File: config.mk
export PLATFORM = sky130hd
export DESIGN_NAME = vfi_voltage_fault_irq
export DESIGN_NICKNAME = d
export VERILOG_FILES = /design/src/design/vfi_flag_group.v /design/src/design/vfi_sync.v /design/src/design/vfi_voltage_fault_irq.v
export VERILOG_INCLUDE_DIRS = /design/src /design/src/design
export SDC_FILE = /design/constraint.sdc
export NUM_CORES = 1
export LEC_CHECK = 0
export BUFFER_PORTS_ARGS = -buffer_cell sky130_fd_sc_hd__buf_2
export CAP_MARGIN = 20
export CORE_ASPECT_RATIO = 0.8
export CORE_UTILIZATION = 43
export CTS_CLUSTER_DIAMETER = 50
export DETAILED_ROUTE_END_ITERATION = 16
export PLACE_DENSITY = 0.83
export SLEW_MARGIN = 20
export SYNTH_ARGS = -nofsm -noshare
export SYNTH_HDL_FRONTEND = slang
export SYNTH_SLANG_ARGS = --single-unit
File: constraint.sdc
create_clock -name sys_clk -period 3.2 [get_ports sys_clk]
set_input_delay 0.48 -clock sys_clk [delete_from_list [all_inputs] [get_ports sys_clk]]
set_output_delay 0.48 -clock sys_clk [all_outputs]
set_load 0.02 [all_outputs]
File: src/design/vfi_map.vh
// Purpose: register offsets, field positions and reset values for the voltage fault status block
// Assumes: 8-bit registers in bank 0
// Notes:   definitions only
`ifndef VFI_MAP_VH
`define VFI_MAP_VH

// ****************************************
// register offsets
// ****************************************
`define VFI_OFS_GLOBAL_SRC    8'h10
`define VFI_OFS_SUMMARY       8'h11
`define VFI_OFS_FAST_UV       8'h12
`define VFI_OFS_SLOW_UV       8'h14
`define VFI_OFS_FAST_OV       8'h16
`define VFI_OFS_SLOW_OV       8'h18

// ****************************************
// fields
// ****************************************
`define VFI_SUM_FAST_UV_BIT   0
`define VFI_SUM_SLOW_UV_BIT   1
`define VFI_SUM_FAST_OV_BIT   2
`define VFI_SUM_SLOW_OV_BIT   3
`define VFI_SRC_MONITOR_BIT   0
`define VFI_CHAN_LSB          1
`define VFI_CHAN_MSB          3
`define VFI_BANK_STATUS       1'b0

// ****************************************
// reset values
// ****************************************
`define VFI_RST_FLAGS         3'h0
`define VFI_RST_BYTE          8'h00

`endif

File: src/design/vfi_flag_group.v
// Purpose: three sticky per-channel under-voltage flags, write one to clear
// Assumes: fault and enable levels already in the sys_clk domain
// Notes:   channel bits 0..2 map to monitor inputs two, three and four
`timescale 1ns/1ps
`include "vfi_map.vh"

module vfi_flag_group (
   input  wire       sys_clk,
   input  wire       rst_b,
   input  wire [2:0] fault_now,
   input  wire [2:0] irq_enable,
   input  wire       clear_strobe,
   input  wire [2:0] clear_mask,
   output reg  [2:0] flags
);

   reg [2:0] next_flags;

   // set wins over a clear in the same cycle; a clear is refused while the fault persists
   always @* begin
      next_flags = flags & ~({3{clear_strobe}} & clear_mask & ~fault_now);
      next_flags = next_flags | fault_now;
      next_flags = next_flags & irq_enable;
   end

   always @(posedge sys_clk) begin
      if (!rst_b) begin
         flags <= `VFI_RST_FLAGS;
      end else begin
         flags <= next_flags;
      end
   end

endmodule // vfi_flag_group

File: src/design/vfi_sync.v
// Purpose: two-stage synchroniser for a group of level inputs
// Assumes: inputs come from outside the sys_clk domain
// Notes:   first stage is read only by the second stage
`timescale 1ns/1ps

module vfi_sync #(
   parameter WIDTH = 3
) (
   input  wire             sys_clk,
   input  wire             rst_b,
   input  wire [WIDTH-1:0] async_in,
   output reg  [WIDTH-1:0] sync_out
);

   reg [WIDTH-1:0] stage_one;

   always @(posedge sys_clk) begin
      if (!rst_b) begin
         stage_one <= {WIDTH{1'b0}};
         sync_out  <= {WIDTH{1'b0}};
      end else begin
         stage_one <= async_in;
         sync_out  <= stage_one;
      end
   end

endmodule // vfi_sync

File: src/design/vfi_voltage_fault_irq.v
// Purpose: under-voltage interrupt status registers and fault summary for a supply supervisor
// Assumes: serial bus front end delivers byte reads and writes as strobes on sys_clk
// Notes:   over-voltage flags arrive ready made from elsewhere; only their OR is reported
//
// How it works
// - summary bit 3 ORs slow over-voltage flags
// - summary bit 2 ORs fast over-voltage flags
// - summary bit 1 ORs slow under-voltage flags
// - summary bit 0 ORs fast under-voltage flags
// - comparator faults fast, ADC faults slow, separate
// - summary at 0x11, under-voltage bits reset zero, bits 7-4 zero
// - fast flags set on comparator under-voltage
// - slow flags set on ADC under-voltage
// - flags stay set after supply recovers
// - only a written one or a low enable bit clears a flag
// - fast clear needs fault condition removed
// - slow clear needs fault condition removed
// - disabled fast channel reads zero
// - disabled slow channel reads zero
// - fast flags at 0x12, reserved bits zero
// - slow flags at 0x14, reserved bits zero
// - global source bit 0 ORs summary
// - registers answer only in bank 0
`timescale 1ns/1ps
`include "vfi_map.vh"

module vfi_voltage_fault_irq (
   input  wire       sys_clk,
   input  wire       rst_b,
   input  wire [2:0] fast_undervolt_cmp,
   input  wire [2:0] slow_undervolt_adc,
   input  wire [2:0] fast_undervolt_irq_enable,
   input  wire [2:0] slow_undervolt_irq_enable,
   input  wire [7:0] fast_overvolt_flags,
   input  wire [7:0] slow_overvolt_flags,
   input  wire       bank_select,
   input  wire       reg_wr,
   input  wire       reg_rd,
   input  wire [7:0] reg_addr,
   input  wire [7:0] reg_wdata,
   output reg  [7:0] reg_rdata,
   output wire       reg_hit,
   output wire [2:0] fast_undervolt_flags_out,
   output wire [2:0] slow_undervolt_flags_out,
   output wire       global_irq_monitor
);

   // ****************************************
   // decode helpers
   // ****************************************
   // single-offset matches, shared by the acknowledge, write and read decodes
   function hit_summary;
      input [7:0] addr;
      begin
         hit_summary = (addr == `VFI_OFS_SUMMARY);
      end
   endfunction

   function hit_fast;
      input [7:0] addr;
      begin
         hit_fast = (addr == `VFI_OFS_FAST_UV);
      end
   endfunction

   function hit_slow;
      input [7:0] addr;
      begin
         hit_slow = (addr == `VFI_OFS_SLOW_UV);
      end
   endfunction

   function hit_source;
      input [7:0] addr;
      begin
         hit_source = (addr == `VFI_OFS_GLOBAL_SRC);
      end
   endfunction

   // any bit of a register set, shared by every summary bit
   function any_set;
      input [7:0] v;
      begin
         any_set = |v;
      end
   endfunction

   // only the channel bits of a written byte may reach the flags
   function [2:0] chan_bits;
      input [7:0] v;
      begin
         chan_bits = v[`VFI_CHAN_MSB:`VFI_CHAN_LSB];
      end
   endfunction

   function is_own_reg;
      input [7:0] addr;
      begin
         if (hit_summary(addr)) begin
            is_own_reg = 1'b1;
         end else if (hit_fast(addr)) begin
            is_own_reg = 1'b1;
         end else if (hit_slow(addr)) begin
            is_own_reg = 1'b1;
         end else if (hit_source(addr)) begin
            is_own_reg = 1'b1;
         end else begin
            is_own_reg = 1'b0;
         end
      end
   endfunction

   // channel flags sit in bits 3..1, reserved bits forced low
   function [7:0] place_flags;
      input [2:0] f;
      begin
         place_flags = {4'h0, f, 1'b0};
      end
   endfunction

   // ****************************************
   // synchronised fault sources
   // ****************************************
   wire [2:0] fast_fault;
   wire [2:0] slow_fault;
   wire [2:0] fast_enable;
   wire [2:0] slow_enable;

   // comparator and ADC sources kept apart end to end
   // one synchroniser per source, so neither group can borrow the other's timing
   vfi_sync #(.WIDTH(3)) u_sync_fast (
      .sys_clk  (sys_clk),
      .rst_b    (rst_b),
      .async_in (fast_undervolt_cmp),
      .sync_out (fast_fault)
   );

   vfi_sync #(.WIDTH(3)) u_sync_slow (
      .sys_clk  (sys_clk),
      .rst_b    (rst_b),
      .async_in (slow_undervolt_adc),
      .sync_out (slow_fault)
   );

   // enables are register bits on the same clock, no synchroniser
   assign fast_enable = fast_undervolt_irq_enable;
   assign slow_enable = slow_undervolt_irq_enable;

   // ****************************************
   // write decode
   // ****************************************
   wire       in_bank;
   wire       wr_ok;
   wire       sel_summary;
   wire       sel_fast;
   wire       sel_slow;
   wire       sel_source;
   reg        fast_clr;
   reg        slow_clr;
   wire [2:0] clr_mask;

   assign in_bank     = (bank_select == `VFI_BANK_STATUS);
   assign wr_ok       = reg_wr & in_bank;
   assign sel_summary = in_bank & hit_summary(reg_addr);
   assign sel_fast    = in_bank & hit_fast(reg_addr);
   assign sel_slow    = in_bank & hit_slow(reg_addr);
   assign sel_source  = in_bank & hit_source(reg_addr);
   assign clr_mask    = chan_bits(reg_wdata);

   // summary and source writes fall through untouched, both are read only
   always @* begin
      fast_clr = 1'b0;
      slow_clr = 1'b0;
      if (wr_ok && sel_fast) begin
         fast_clr = 1'b1;
      end else if (wr_ok && sel_slow) begin
         slow_clr = 1'b1;
      end
   end

   // ****************************************
   // flag groups
   // ****************************************
   wire [2:0] fast_flags;
   wire [2:0] slow_flags;

   vfi_flag_group u_fast (
      .sys_clk      (sys_clk),
      .rst_b        (rst_b),
      .fault_now    (fast_fault),
      .irq_enable   (fast_enable),
      .clear_strobe (fast_clr),
      .clear_mask   (clr_mask),
      .flags        (fast_flags)
   );

   vfi_flag_group u_slow (
      .sys_clk      (sys_clk),
      .rst_b        (rst_b),
      .fault_now    (slow_fault),
      .irq_enable   (slow_enable),
      .clear_strobe (slow_clr),
      .clear_mask   (clr_mask),
      .flags        (slow_flags)
   );

   // ****************************************
   // summary
   // ****************************************
   wire [7:0] summary;
   wire       fast_undervolt_any;
   wire       slow_undervolt_any;
   wire       fast_overvolt_any;
   wire       slow_overvolt_any;

   assign fast_undervolt_any = any_set({5'h00, fast_flags});
   assign slow_undervolt_any = any_set({5'h00, slow_flags});
   assign fast_overvolt_any  = any_set(fast_overvolt_flags);
   assign slow_overvolt_any  = any_set(slow_overvolt_flags);

   assign summary[`VFI_SUM_FAST_UV_BIT] = fast_undervolt_any;
   assign summary[`VFI_SUM_SLOW_UV_BIT] = slow_undervolt_any;
   assign summary[`VFI_SUM_FAST_OV_BIT] = fast_overvolt_any;
   assign summary[`VFI_SUM_SLOW_OV_BIT] = slow_overvolt_any;
   assign summary[7:4]                  = 4'h0;

   assign global_irq_monitor       = any_set(summary);
   assign fast_undervolt_flags_out = fast_flags;
   assign slow_undervolt_flags_out = slow_flags;
   assign reg_hit                  = in_bank & is_own_reg(reg_addr);

   // ****************************************
   // read path
   // ****************************************
   reg  [7:0] next_rdata;
   wire [7:0] fast_image;
   wire [7:0] slow_image;
   wire [7:0] source_image;

   assign fast_image   = place_flags(fast_flags);
   assign slow_image   = place_flags(slow_flags);
   assign source_image = {7'h00, global_irq_monitor};

   // unmapped offsets and the other bank read as zero rather than floating
   always @* begin
      next_rdata = `VFI_RST_BYTE;
      if (!in_bank) begin
         next_rdata = `VFI_RST_BYTE;
      end else if (sel_summary) begin
         next_rdata = summary;
      end else if (sel_fast) begin
         next_rdata = fast_image;
      end else if (sel_slow) begin
         next_rdata = slow_image;
      end else if (sel_source) begin
         next_rdata = source_image;
      end
   end

   always @(posedge sys_clk) begin
      if (!rst_b) begin
         reg_rdata <= `VFI_RST_BYTE;
      end else if (reg_rd) begin
         reg_rdata <= next_rdata;
      end
   end

endmodule // vfi_voltage_fault_irq

======== Word level (Yosys, flattened, before mapping) ========
Index checks and enable logic that the tools add are counted.
storage, ports and cells
  register bits ........................... 26
  bits of input ports ..................... 49
  output and inout bits ................... 16
  logic and storage cells ................. 51
cells by class
  eq/ne operators ......................... 4
  muxes and demuxes ....................... 12
  bitwise gates (word level) .............. 21
  reductions and logical operators ........ 7
operators by type and width
  cell                number
  $eq 8x5->1 const B  4
  $and 3x3->3         8
  $reduce_or 22->1    1
  $mux 4              4
  $reduce_or 8->1     2
  $not 3->3           4
  $mux 1              8
  $and 1x1->1         6
  $or 3x3->3          2
  $reduce_or 3->1     2
  $logic_and 1x1->1   2
  $not 1->1           1

======== Logic depth before layout (Yosys ltp) ========
  word-level depth ........................ 11
  gate-level depth with buffers ........... 4
  mapped depth without buffers ............ 4

======== By module ========
A second synthesis with hierarchy kept.
unflattened totals
  cells, all modules ...................... 96
  area, all modules ....................... 955.9 µm²
by module, submodules not included
  module                 instances  cells each  area an instance (µm²)  seq. area each (µm²)
  vfi_voltage_fault_irq  1          54          415.4                   80.1
  vfi_sync               2          12          157.7                   120.1
  vfi_flag_group         2          9           112.6                   60.1

======== Worst setup path after synthesis ========
No wires, ideal clock.
  kind .................................... input port to output port
  from .................................... input port reg_addr[5]
  to ...................................... output port reg_hit
  arrival ................................. 1690 ps
  required time ........................... 2720 ps
  path slack .............................. 1030 ps
  stages on the path ...................... 2
  path buffers ............................ 0
  cells stage by stage .................... or4b_4 > nor4_1
between the ends
  longest elaborated chain between the ends .. 6
  elaborated cells on any way between the ends .. 9
  classes of those cells .................. 4 x eq/ne; 4 x mux; 1 x bitwise
RTL lines
  what                         RTL line                     RTL
  from (decl)                  vfi_voltage_fault_irq.v:39   input wire [7:0] reg_addr,
  $eq 8x5->1 (no source line)  -
  $mux 1                       vfi_voltage_fault_irq.v:105  end else if (hit_source(addr)) begin
  $mux 1                       vfi_voltage_fault_irq.v:103  end else if (hit_slow(addr)) begin
  $mux 1                       vfi_voltage_fault_irq.v:101  end else if (hit_fast(addr)) begin
  $mux 1 (*)                   vfi_voltage_fault_irq.v:99   if (hit_summary(addr)) begin
  $and 1x1->1 (*)              vfi_voltage_fault_irq.v:230  assign reg_hit = in_bank & is_own_reg(reg_addr);
  to (decl)                    vfi_voltage_fault_irq.v:42   output wire reg_hit,
Mark *: on every way between the ends. The rest lies on a longest branch, timed or not.

======== Worst setup path in the final report ========
  from .................................... register u_fast.flags[1]
  to ...................................... output port global_irq_monitor
between the ends
  longest elaborated chain between the ends .. 1
RTL lines
  what                    RTL line                    RTL
  from (decl)             vfi_flag_group.v:14         output reg [2:0] flags
  from (signal assigned)  vfi_flag_group.v:28         flags <= `VFI_RST_FLAGS;
  from (signal assigned)  vfi_flag_group.v:30         flags <= next_flags;
  $reduce_or 22->1        vfi_voltage_fault_irq.v:84  any_set = |v;
  to (decl)               vfi_voltage_fault_irq.v:45  output wire global_irq_monitor
Every way passes these cells.

==> results by group <==
Outcome
  • Outcome: completed

STA
  • Fin. Hold Viols: 0
  • Setup TNS: 0 ps
  • Relative max-transition margin: a little over three fifths
  • Shortest period the worst path allows: between 2000 and 2500 ps
  • Fin crit share: 67.2%
  • Fmax: 465 MHz
  • Final setup fails: 0
  • Skew final: approximately 3.2 ps
  • Unrepaired setup endpoints after global routing: false
  • Slew Limit Fails: 0
  • Worst slew pin tran: approximately 550 ps

Clock network
  • Max Buffers Root-to-Sink: 2
  • TritonCTS sink count: 22
  • Clk Latency, worst-skew pair: 300 ps
  • Cts repair resizes: 0
  • # Post-CTS Setup Buffers: 0
  • CTS tree: built
  • Hold_buf cts: 0
  • TritonCTS buffer count: 3
  • Worst-path clk slew: 110 ps
  • H-tree depth: 1
  • Root Driver: clkbuf_4

Placed design
  • Hpwl dp: about 1.8 mm
  • IO Port Bufs: 55
  • Placed Area: approximately 0.0012 mm²
  • GPL Wtd Cong: 0.893
  • Placed Cells: 180

Critical path
  • Critical path, cell by cell: nor3_1 > nand4_1 > or3_1 > buf_2
  • Reg2Reg Depth: 4
  • Worst R2R End: reg_rdata[0]
  • CP Capture Type: primary output
  • Critical path arrival: 1670 ps
  • Slowest-stage cell, CP: or3_1
  • Reg-to-reg startpoint: u_fast.flags[1]
  • Crit path largest cell delay: about 400 ps
  • CP max FO: 4
  • Flop2flop setup slack: about 1700 ps
  • Setup CP Type: reg2out
  • CP Launch Type: flip-flop
  • WP data required: 2720 ps

Synth
  • Syn_area_per_cell: 9.12 µm²
  • Part of the Yosys area used for sequential elements: 46.4%
  • Mapped cell area: around 950 µm²
  • Mapped Cells: between 100 and 150
  • Seq cells post-synth: 22
  • Synthesis Warnings: 0
  • Area leader, netlist: dfxtp_1
  • Dominant cells by area after synthesis: dfxtp_1, and2_1, nand2_1
  • Top-area cell type share of the netlist area: ~46%
  • Yosys cell types: 30

GRT
  • Total gr overflow: 0
  • Total GRT Usage: between 10% and 20%
  • Initial antenna violation count: 0
  • First-pass GRT wire length: 3.42 mm
  • Largest net degree at the start of global routing: 21
  • Vias in the first global route: just over 800

Detailed routing
  • DR WL/cell: between 10 and 15 µm
  • Routed vias/inst: 5.17
  • DRC: 0
  • Via count: 952
  • Detail Route Antenna Nets: 0
  • Pre-antenna DRT Iters: 4
  • Total Routed Length: ~2.1 mm
  • First DRT Iteration DRCs: 21

Finish
  • Final core utilization: between 60% and 70%
  • Share of layout cells above drive strength 1: about two fifths
  • Layout Area Growth over Synthesis: 35.0%
  • Finished Cell Area: roughly 0.0013 mm²
  • Most frequent cells in the layout: buf_2, dfxtp_1, and2_1
  • FF/Latch Area: 440 µm²
  • Fillers: 173
  • Net count, final: 210
  • Non-filler cells, final: 184
  • Diodes inserted: 0
  • Most common cell after layout, fill and taps aside: buf_2
  • Area of the multi-input gates: 459 µm²

Pwr
  • VDD IR max: 419 µV
  • Logic pwr share: 11.6%
  • Switching share of power: about a fifth
  • Reg power frac: 51.7%
  • Pint: 0.441 mW
  • PwrDens: around 430 mW/mm²
  • Clock power share: between 30 and 40%
  • Sw power: ~0.11 mW
  • Leak pwr: ~0.62 nW

Floorplanning
  • Full die area: approximately 0.0024 mm²
  • Site Rows: 14
  • Die Y: 44.0 µm
  • Initial Util: 47.9%
  • Die width: 54.5 µm
  • IO Pins: 65
  • Core area: 0.00198 mm²

Run
  • MaxCap Viol Count: 0

Min path
  • WHS Path Cells: 2
  • Type of the worst min-delay path: in2reg
  • HP Start: fast_undervolt_cmp[2]
  • Hold EP: u_sync_fast.stage_one[2]
==> final cells by class <==
type	instances	area share (%)
Timing Repair Buffer	55	21.5
Clock buffer	3	1.76
Tap cell	24	2.35
Multi-Input combinational cell	73	35.9
Clock inverter	1	2.35
Sequential cell	22	34.4
Inverter	6	1.76
==> power by group through the flow <==
stage	sequential [mW]	combinational [mW]	clock, mW
after floorplan	0.293	0.0302	0
after global placement	0.292	0.0617	0
after detailed placement	0.292	0.0639	0
after CTS	0.286	0.0641	0.209
after global routing	0.287	0.0709	0.222
final	0.286	0.0643	0.203
==> Yosys cell counts (all sizes together) <==
| library cell | n |
|---|---|
| o41ai | 1 |
| nor2b | 3 |
| or4 | 1 |
| a22o | 1 |
| and2 | 12 |
| dfxtp | 22 |
| maj3 | 1 |
| o21ai | 8 |
| buf | 4 |
| nand2 | 9 |
| nand3 | 3 |
| a2bb2oi | 3 |
| o211a | 3 |
| a31oi | 3 |
| nand3b | 1 |
| and3b | 1 |
| or4b | 2 |
| nor4 | 5 |
| conb | 1 |
| a21oi | 6 |
| clkbuf | 2 |
| or3 | 1 |
| nor3 | 2 |
| a2111oi | 1 |
| nor2 | 1 |
| nand4 | 1 |
| inv | 6 |
==> worst max-delay path, delay by kind of cell, from the launching register on <==
family | cells | cell delay (ps)
simple gates | 3 | 850
flops | 1 | 350
buf+inv | 1 | 170
==> stage by stage <==
step	power [mW]	worst slack, ps	hold slack [ps]
CTS	0.559	1060	370
global placement	0.353	1190	409
detailed placement	0.356	1180	417
floorplan	0.324	1030	406
global route	0.580	979	362
finish	0.553	1050	378
==> worst max path at each step <==
stage | cells after the start | to | start
2_1_floorplan | 2 | reg_hit | reg_addr[5]
3_3_place_gp | 5 | u_fast.flags[1] | reg_addr[5]
3_5_place_dp | 5 | u_fast.flags[2] | reg_addr[5]
4_1_cts | 4 | global_irq_monitor | u_fast.flags[1]
5_1_grt | 4 | global_irq_monitor | u_fast.flags[1]
6_report | 4 | global_irq_monitor | u_fast.flags[1]
==> kinds of logic (layout without fill, tap and decap cells) <==
kind of cell,Yosys count,count (layout),synth area share [%]
and+or+nand+nor,42,42,27.7
AOI/OAI and AO/OA,26,26,18.1
DFF,22,22,46.4
buffers and inverters,12,65,6.33
adders and majority gates,1,1,1.06
other,1,4,0.395
==> sequential cells by signal, indices dropped and copies added (netlist names) <==
name,count
reg_rdata,4
u_fast.flags,3
u_slow.flags,3
u_sync_fast.stage_one,3
u_sync_fast.sync_out,3
u_sync_slow.stage_one,3
u_sync_slow.sync_out,3
==> layer usage <==
metal / GRT usage [%] / wire (µm) / up-vias / share of wire (%)
met1: 23.6 / 869 / 424 / 41
met5: 0 / 0 / - / 0
met2: 32.7 / 1050 / 46 / 49
met3: 7.02 / 159 / 8 / 7.5
met4: 5.13 / 47 / 0 / 2.2
li1: - / - / 474 / -
No activity file was read; power rests on OpenSTA's default activity.
